$ cat config.mk
export PLATFORM = sky130hd
export DESIGN_NAME = priority_shadow_trap
export DESIGN_NICKNAME = d
export VERILOG_FILES = /design/src/prio_pkg.sv /design/src/sticky_bit.sv /design/src/floor_compare.sv /design/src/priority_shadow_trap.sv
export SDC_FILE = /design/constraint.sdc
export NUM_CORES = 1
export LEC_CHECK = 0
export ABC_AREA = 1
export CORE_MARGIN = 2
export CORE_UTILIZATION = 40
export DETAILED_ROUTE_END_ITERATION = 8
export DONT_BUFFER_PORTS = 1
export MAX_ROUTING_LAYER = met4
export PLACE_DENSITY_LB_ADDON = 0.1
export SYNTH_ARGS = -nofsm -noshare
export SYNTH_HDL_FRONTEND = slang
export SYNTH_SLANG_ARGS = --single-unit
export TNS_END_PERCENT = 10
$ cat constraint.sdc
create_clock -name clock_i -period 1.4 [get_ports clock_i]
set_clock_uncertainty 0.15 [all_clocks]
set_input_delay 0.35 -clock clock_i [delete_from_list [all_inputs] [get_ports clock_i]]
set_output_delay 0.35 -clock clock_i [all_outputs]
set_load 0.02 [all_outputs]
$ cat src/prio_pkg.sv
// Purpose: Shared constants for the priority shadow trap block
// Assumes: 32-bit register port, 25 MHz core clock
// Notes:   Offsets are word aligned byte addresses
package prio_pkg;
  localparam logic [7:0]  ADDR_CTRL       = 8'h00;
  localparam logic [7:0]  ADDR_FLOOR      = 8'h04;
  localparam logic [7:0]  ADDR_PAGE_LO    = 8'h08;
  localparam logic [7:0]  ADDR_PAGE_HI    = 8'h0C;
  localparam logic [7:0]  ADDR_STATUS     = 8'h10;
  localparam logic [7:0]  ADDR_MASK       = 8'h14;
  localparam logic [7:0]  ADDR_EXIT       = 8'h18;
  localparam logic [7:0]  ADDR_PHYS       = 8'h1C;
  localparam logic [7:0]  ADDR_VECTOR     = 8'h20;
  localparam logic [11:0] SHADOW_OFFSET   = 12'h080;
  localparam int          CTRL_SHADOW_EN  = 0;
  localparam int          CTRL_RD_TRAP    = 1;
  localparam int          CTRL_WR_TRAP    = 2;
  localparam int          ST_EXIT         = 0;
  localparam int          ST_BAD_VECTOR   = 1;
  localparam logic [7:0]  VECTOR_MIN      = 8'h20;
  localparam logic [7:0]  VECTOR_MAX      = 8'hFF;
  localparam logic [31:0] CTRL_RESET      = 32'h0000_0000;
  localparam logic [31:0] FLOOR_RESET     = 32'h0000_0000;
  localparam logic [7:0]  SHADOW_RESET    = 8'h00;
  localparam logic [3:0]  PHYS_RESET      = 4'h0;
  localparam logic [1:0]  MASK_RESET      = 2'h0;
  typedef enum logic [2:0] {
    REASON_NONE     = 3'b000,
    REASON_RD_TRAP  = 3'b001,
    REASON_WR_TRAP  = 3'b010,
    REASON_FLOOR    = 3'b011
  } exit_reason_t;
endpackage : prio_pkg

$ cat src/sticky_bit.sv
// Purpose: One write-one-to-clear sticky flag
// Assumes: Set and clear come from the core clock domain
// Notes:   Set wins over a clear in the same cycle
`timescale 1ns/1ns
module sticky_bit (
  input  wire logic clock_i,   // Core clock
  input  wire logic sys_rst_i, // Sync reset
  input  wire logic set_i,     // Event
  input  wire logic clr_i,     // Write one to clear
  output logic      flag_o     // Sticky flag
);
  logic next_flag;
  always_comb begin
    next_flag = flag_o;
    if (clr_i) begin
      next_flag = 1'b0;
    end
    if (set_i) begin
      next_flag = 1'b1;
    end
  end
  always_ff @(posedge clock_i) begin
    if (sys_rst_i) begin
      flag_o <= 1'b0;
    end else begin
      flag_o <= next_flag;
    end
  end
endmodule : sticky_bit

$ cat src/floor_compare.sv
// Purpose: Compare the priority shadow level against the floor
// Assumes: Both operands are 4-bit priority classes
// Notes:   Pure combinational
`timescale 1ns/1ns
module floor_compare (
  input  wire logic [7:0] shadow_i, // Shadow byte
  input  wire logic [3:0] floor_i,  // Floor value
  output logic            below_o   // Shadow below floor
);
  always_comb begin
    below_o = (shadow_i[7:4] < floor_i);
  end
endmodule : floor_compare

$ cat src/priority_shadow_trap.sv
// Purpose: Serve guest priority control register accesses from a shadow or trap them
// Assumes: Guest access strobes are one cycle and come from core logic
// Notes:   Shadow byte lives here; page address is only reported
//
// The implementer's own choice: strobed register access.
`timescale 1ns/1ns
module priority_shadow_trap
  import prio_pkg::*;
(
  input  wire logic               clock_i,      // Core clock
  input  wire logic               sys_rst_i,    // Sync reset
  input  wire logic [7:0]         addr_i,       // Register address
  input  wire logic [31:0]        wdata_i,      // Register write data
  input  wire logic               wr_i,         // Register write strobe
  input  wire logic               rd_i,         // Register read strobe
  output logic [31:0]             rdata_o,      // Register read data
  input  wire logic               guest_rd_i,   // Guest read of priority control
  input  wire logic               guest_wr_i,   // Guest write of priority control
  input  wire logic [3:0]         guest_wdata_i,// Guest write value
  input  wire logic               vec_valid_i,  // External vector delivered
  input  wire logic [7:0]         vec_i,        // External vector
  output logic                    guest_rvalid_o,// Guest read answered
  output logic [3:0]              guest_rdata_o,// Guest read value
  output logic                    exit_o,       // Exit to hypervisor pulse
  output prio_pkg::exit_reason_t  exit_reason_o,// Exit reason
  output logic [63:0]             shadow_addr_o,// Physical address of shadow byte
  output logic [3:0]              phys_prio_o,  // Physical priority register
  output logic                    irq_o         // Interrupt
);
  import prio_pkg::*;

  logic [31:0]  ctrl, next_ctrl;
  logic [31:0]  floor_reg, next_floor;
  logic [63:0]  page_addr, next_page;
  logic [7:0]   shadow, next_shadow;
  logic [3:0]   phys, next_phys;
  logic [1:0]   mask, next_mask;
  logic [7:0]   last_vec, next_last_vec;
  logic         floor_pend, next_floor_pend;
  logic         exit_q, next_exit;
  exit_reason_t reason_q, next_reason, last_reason, next_last_reason;
  logic         rvalid_q, next_rvalid;
  logic [3:0]   grdata_q, next_grdata;
  logic [31:0]  rdata_q, next_rdata;
  logic [1:0]   status;
  logic         below;
  logic         shadow_en, rd_trap, wr_trap;
  logic         exit_evt, bad_vec_evt;
  logic [1:0]   st_clr;
  logic         next_irq;
  logic [63:0]  next_shadow_addr;

  assign shadow_en = ctrl[CTRL_SHADOW_EN];
  assign rd_trap   = ctrl[CTRL_RD_TRAP];
  assign wr_trap   = ctrl[CTRL_WR_TRAP];

  floor_compare u_cmp (
    .shadow_i (shadow),
    .floor_i  (floor_reg[3:0]),
    .below_o  (below)
  );

  // Guest access path
  always_comb begin
    next_shadow     = shadow;
    next_phys       = phys;
    next_exit       = 1'b0;
    next_reason     = REASON_NONE;
    next_rvalid     = 1'b0;
    next_grdata     = 4'h0;
    next_floor_pend = 1'b0;
    if (floor_pend && below) begin
      // Compare one cycle after the write so it sees the stored shadow
      next_exit   = 1'b1;
      next_reason = REASON_FLOOR;
    end
    if (guest_rd_i) begin
      if (rd_trap) begin
        next_exit   = 1'b1;
        next_reason = REASON_RD_TRAP;
      end else if (shadow_en) begin
        next_rvalid = 1'b1;
        next_grdata = shadow[7:4];
      end else begin
        next_rvalid = 1'b1;
        next_grdata = phys;
      end
    end
    if (guest_wr_i) begin
      if (wr_trap) begin
        next_exit   = 1'b1;
        next_reason = REASON_WR_TRAP;
      end else if (shadow_en) begin
        next_shadow     = {guest_wdata_i, shadow[3:0]};
        next_floor_pend = 1'b1;
      end else begin
        next_phys = guest_wdata_i;
      end
    end
  end

  // Register port
  always_comb begin
    next_ctrl        = ctrl;
    next_floor       = floor_reg;
    next_page        = page_addr;
    next_mask        = mask;
    next_rdata       = 32'h0000_0000;
    next_last_vec    = last_vec;
    next_last_reason = last_reason;
    st_clr           = 2'b00;
    if (exit_q) begin
      next_last_reason = reason_q;
    end
    if (vec_valid_i) begin
      next_last_vec = vec_i;
    end
    if (wr_i) begin
      unique case (addr_i)
        ADDR_CTRL:    next_ctrl  = {29'h0000_0000, wdata_i[2:0]};
        ADDR_FLOOR:   next_floor = {28'h000_0000, wdata_i[3:0]};
        ADDR_PAGE_LO: next_page  = {page_addr[63:32], wdata_i[31:12], 12'h000};
        ADDR_PAGE_HI: next_page  = {wdata_i, page_addr[31:0]};
        ADDR_STATUS:  st_clr     = wdata_i[1:0];
        ADDR_MASK:    next_mask  = wdata_i[1:0];
        default:      next_ctrl  = ctrl;
      endcase
    end
    if (rd_i) begin
      unique case (addr_i)
        ADDR_CTRL:    next_rdata = ctrl;
        ADDR_FLOOR:   next_rdata = floor_reg;
        ADDR_PAGE_LO: next_rdata = page_addr[31:0];
        ADDR_PAGE_HI: next_rdata = page_addr[63:32];
        ADDR_STATUS:  next_rdata = {30'h0000_0000, status};
        ADDR_MASK:    next_rdata = {30'h0000_0000, mask};
        ADDR_EXIT:    next_rdata = {21'h00_0000, shadow, last_reason};
        ADDR_PHYS:    next_rdata = {28'h000_0000, phys};
        ADDR_VECTOR:  next_rdata = {24'h00_0000, last_vec};
        default:      next_rdata = 32'h0000_0000;
      endcase
    end
  end

  assign exit_evt    = exit_q;
  // Vectors below 20H are reserved for exceptions
  assign bad_vec_evt = vec_valid_i && ((vec_i < VECTOR_MIN) || (vec_i > VECTOR_MAX));

  sticky_bit u_st_exit (
    .clock_i   (clock_i),
    .sys_rst_i (sys_rst_i),
    .set_i     (exit_evt),
    .clr_i     (st_clr[ST_EXIT]),
    .flag_o    (status[ST_EXIT])
  );

  sticky_bit u_st_vec (
    .clock_i   (clock_i),
    .sys_rst_i (sys_rst_i),
    .set_i     (bad_vec_evt),
    .clr_i     (st_clr[ST_BAD_VECTOR]),
    .flag_o    (status[ST_BAD_VECTOR])
  );

  // Interrupt and address outputs
  always_comb begin
    next_irq         = |(status & mask);
    // Built from the next page so the address moves with the page register itself
    next_shadow_addr = {next_page[63:12], SHADOW_OFFSET};
  end

  // Guest access state
  always_ff @(posedge clock_i) begin
    if (sys_rst_i) begin
      shadow         <= SHADOW_RESET;
      phys           <= PHYS_RESET;
      floor_pend     <= 1'b0;
      exit_q         <= 1'b0;
      reason_q       <= REASON_NONE;
      rvalid_q       <= 1'b0;
      grdata_q       <= 4'h0;
    end else begin
      shadow         <= next_shadow;
      phys           <= next_phys;
      floor_pend     <= next_floor_pend;
      exit_q         <= next_exit;
      reason_q       <= next_reason;
      rvalid_q       <= next_rvalid;
      grdata_q       <= next_grdata;
    end
  end

  // Register port state
  always_ff @(posedge clock_i) begin
    if (sys_rst_i) begin
      ctrl           <= CTRL_RESET;
      floor_reg      <= FLOOR_RESET;
      page_addr      <= 64'h0000_0000_0000_0000;
      mask           <= MASK_RESET;
      last_vec       <= 8'h00;
      last_reason    <= REASON_NONE;
      rdata_q        <= 32'h0000_0000;
    end else begin
      ctrl           <= next_ctrl;
      floor_reg      <= next_floor;
      page_addr      <= next_page;
      mask           <= next_mask;
      last_vec       <= next_last_vec;
      last_reason    <= next_last_reason;
      rdata_q        <= next_rdata;
    end
  end

  // Output flops
  always_ff @(posedge clock_i) begin
    if (sys_rst_i) begin
      irq_o          <= 1'b0;
      shadow_addr_o  <= 64'h0000_0000_0000_0000;
    end else begin
      irq_o          <= next_irq;
      shadow_addr_o  <= next_shadow_addr;
    end
  end

  assign rdata_o        = rdata_q;
  assign exit_o         = exit_q;
  assign exit_reason_o  = reason_q;
  assign guest_rvalid_o = rvalid_q;
  assign guest_rdata_o  = grdata_q;
  assign phys_prio_o    = phys;
endmodule : priority_shadow_trap

## Word level (Yosys, flattened, before mapping)

Index checks and enable logic that the tools add are counted.

| storage, ports and cells | value |
|---|---|
| word-level logic and storage cells | 77 |
| bits in registers | 149 |
| output and inout bits | 110 |
| input bits | 59 |
| bits in read-only memories | 0 |
| bits in latches | 0 |
| bits in writable memories | 0 |
| memories | 0 |

| cells by class | value |
|---|---|
| equal/unequal tests | 8 |
| order comparisons | 3 |
| add/sub/neg operators | 0 |
| bitwise logic cells | 7 |
| multipliers | 0 |
| div/mod/pow operators | 0 |
| multiplexer cells | 23 |
| shifts and indexed selects | 0 |
| reductions and logical operators | 17 |

Operators with widths:

| cell | count |
|---|---|
| 32-bit one-hot mux with 9 select lines | 1 |
| 64-bit one-hot mux with 2 select lines | 1 |
| 64-bit two-way mux | 1 |
| 8-bit by 5-bit == test with 1-bit output (second input constant) | 4 |
| 8-bit by 4-bit == test with 1-bit output (second input constant) | 2 |
| 3-bit two-way mux | 4 |
| 1-bit two-way mux | 11 |
| 3-bit AND reduction | 3 |
| 8-bit by 3-bit == test with 1-bit output (second input constant) | 1 |
| 8-bit by 6-bit == test with 1-bit output (second input constant) | 1 |
| 8-bit greater-than comparator (second input constant) | 1 |
| 8-bit logical NOT | 1 |
| 8-bit by 6-bit less-than comparator with 1-bit output (second input constant) | 1 |
| 8-bit two-way mux | 1 |
| 2-bit two-way mux | 3 |
| 1-bit NOT | 6 |
| 2-bit AND reduction | 3 |
| 2-bit OR reduction | 3 |
| 3-bit OR reduction | 2 |
| 4-bit less-than comparator | 1 |
| 4-bit two-way mux | 1 |
| 2-bit nonzero test | 2 |
| 2-bit AND | 1 |
| 1-bit logical AND | 2 |
| 1-bit logical OR | 1 |

## Depth between registers and ports, before layout

| depth | value |
|---|---|
| word-level depth | 7 |
| depth in mapped cells | 9 |
| depth with buffers taken out | 9 |

## By module

A second synthesis with hierarchy kept.

| second synthesis, totals | value |
|---|---|
| cell total of the unflattened synthesis | 654 |
| area, all modules | 4902.2 sq um |

By module, submodules not included:

| module | sequential area each (sq um) | cells an instance | area an instance (sq um) | instances |
|---|---|---|---|---|
| priority_shadow_trap | 2442.3 | 629 | 4730.8 | 1 |
| floor_compare | 0.0 | 15 | 91.3 | 1 |
| sticky_bit | 20.0 | 5 | 40.0 | 2 |

## Worst setup path after synthesis

Ideal clock, no wire load.

| timing | value |
|---|---|
| path kind | in2reg |
| from | in addr_i[7] |
| to | reg page_addr[47] |
| stages | 8 |
| setup time | 113 ps |
| data arrival time | 1243 ps |
| setup slack | -106 ps |
| required time | 1137 ps |
| path buffers | 2 |
| cells stage by stage | nor2_2 > nand2_4 > nor2_8 > nand2_2 > buf_6 > buf_6 > o21ai_1 > nor2_1 |

| on the way | value |
|---|---|
| longest elaborated chain between the ends | 3 |
| elaborated cells on any way between the ends | 4 |
| those cells by class | eq/ne: 2; mux: 2 |

Ends and longest elaborated chain:

| element | line | source |
|---|---|---|
| from (decl) | priority_shadow_trap.sv:12 | `input wire logic [7:0] addr_i,` |
| 8-bit by 4-bit == test with 1-bit output | priority_shadow_trap.sv:119 | `unique case (addr_i)` |
| 64-bit one-hot mux with 2 select lines (*) | priority_shadow_trap.sv:119 |  |
| 64-bit two-way mux (*) | priority_shadow_trap.sv:118 | `if (wr_i) begin` |
| to (signal assigned) | priority_shadow_trap.sv:206 | `page_addr <= next_page;` |
| to (decl) | priority_shadow_trap.sv:34 | `logic [63:0] page_addr, next_page;` |

Every way passes the cells marked *; elsewhere a longest branch is shown, timed or not. The select of a mux whose other input is x is not followed.
A chain may end at the register's enable or synchronous reset.

==> flow_summary.ini <==
[run_status]
run_status = complete, no violations

[synthesis]
synth_area_leaders = dfxtp_1, nand2_1, nor2_1, a21oi_1, nand3_1
yosysWarnings = 0
syn_area_um2 = 4880
synth_cell_types = 23
synth_top_area_share_pct = 50.87
synth_top_area_cell = dfxtp_1
yosysSeqAreaShare_pct = 50.87
avgSynthCellArea_um2 = 7.530
synth.ff_latch_count = 124
synth_cells = 648

[floorplanning]
row_count = 40
start_util_pct = 40.79
dieArea_um2 = 13100
boundaryPins = 169
dieWidth_um = 114.5
die_h_um = 114.5
core-area_um2 = 11960

[drt]
vias = 4563
drt-vias-per-instance = 5.110
finalWirelength_um = 14480
final_antenna_net_count = 0
drc = 0
drtIter0Drc = 269
drt_pass1_iterations = 5
routedWlPerCell_um = 16.21

[final_layout]
utilization_pct = 55.14
nNetsFinal = 795
largest_reg_flops = 52
regMostFlops = page_addr
final_cells = 893
drive_gt1_share_pct = 21.18
final_common_cell = nand2_1
final_cell_mix = nand2_1, nor2_1, a21oi_1
area_delta_synth_final_pct = 35.15
regArea_um2 = 2564
fin_area_um2 = 6595
multi_input_area_um2 = 2074
fill_cells = 1156
insertedDiodeCount = 0

[placed_design]
gp_congestion = 0.8816
dp_hpwl_um = 10040
dp_slack_ns = -0.2185
place_inst = 810
placed_area_um2 = 5331
port_buffers = 0

[cts]
cts_root_buf = clkbuf_16
cts_made_buffers = 17
htreeDepth = 4
path_clk_slew_ns = 0.06
cts_buffer_depth = 2
cts_tree = yes
clock-sinks = 124
clk_latency_ns = 0.42

[critical_path]
critPathMaxFanout = 3
required_ns = 0.90
worst_path_max_delay_cell = dfxtp_4
cp-start-kind = flip-flop
cp-end-kind = output port
cp_cell_sequence = buf_6
cp_num_buf_inv = 1
path_class = flip-flop to output port
critPathTopFamily = flip-flops
worstRegToRegCells = 7
max_stage_delay_ns = 0.36
cp.depth = 1
arrival_ns = 0.89

[sta]
whs_ns = 0.01287
final-hold-violation-count = 0
rsz0062_at_grt = yes
max_freq_mhz = 717.1
setup_ws_ns = 0.005476
period_minus_slack_ns = 1.395
finalMaxSlewViolations = 0
setup_viol = 0
period_share_pct = 99.61
fin_tns_setup_ns = 0

[global_route]
grt_max_degree = 47
gr-usage-all-layers_pct = 23.51
grt_pass1_wl_um = 22920
grt-ovfl-total = 0
grt_antenna_before_repair = 0
grt_pass1_vias = 4445

[worst_hold_path]
hold_depth = 2
hp-class = input pin to flip-flop

[pwr]
p_per_area_nw_per_um2 = 1328
total_power_mw = 8.757
vdd.ir_drop.worst_v = 0.0006490
p_leak_nw = 2.582

[job]
maxCapViolCount = 0
-- repair_timing --
action | in CTS | in global routing
gates resized for setup | 51 | 24
endpoints found under the setup margin | 45 | 20
buffers inserted | 2 | 1
pin swaps | 4 | 4
hold endpoints to repair | 82 | 0
hold buffers | 49 | 0
-- cell type report --
cell class | instances | area share [%]
inverter | 41 | 2.334
tap | 147 | 2.789
clock buffer | 20 | 6.621
clock inverter | 12 | 2.941
sequential | 124 | 38.87
multi-input combinational | 452 | 31.46
timing repair buffer | 97 | 14.99
-- report_power, final --
| group | switching [mW] | internal [mW] |
|---|---|---|
| clock network | 1.57 | 3.15 |
| logic | 0.237 | 0.191 |
| registers | 0.0467 | 3.57 |
-- cells in the mapped netlist --
cell type / number
inv_1: 37
ha_1: 3
o21ai_1: 14
buf_6: 3
nand2_2: 1
nand3_2: 1
nand2_1: 113
nor2_1: 109
nor3_1: 4
nor2_4: 1
buf_4: 16
conb_1: 1
nand2_4: 1
dfxtp_1: 124
nor2_8: 1
buf_2: 11
nor2_2: 4
nand3_1: 66
o21ai_0: 51
buf_1: 4
a21oi_1: 71
inv_2: 4
clkbuf_1: 8
-- final timing paths --
| check | start | endpoint | slack, ns |
|---|---|---|---|
| min | wdata_i[0] | ctrl[0] | 0.01 |
| max | page_addr[32] | shadow_addr_o[32] | 0.005 |
| max reg2reg | floor_reg[2] | exit_o | 0.05 |
| min reg2reg | last_vec[4] | rdata_o[4] | 0.31 |
-- layer usage --
layer / track usage, % / vias up / wire, um
li1: - / 2262 / -
met1: 26.08 / 2125 / 5958
met2: 39.68 / 155 / 7208
met3: 8.629 / 21 / 1119
met4: 6.748 / 0 / 189
met5: - / - / 0
-- logic make-up after synthesis --
logic type      count (synthesis)  synth area share, %
fa+ha+maj                       3               0.7693
buf+inv                        83                8.359
simple gates                  301                25.97
compound gates                136                13.95
other cells                     1              0.07685
flops                         124                50.87
(Power assumes the default switching activity.)
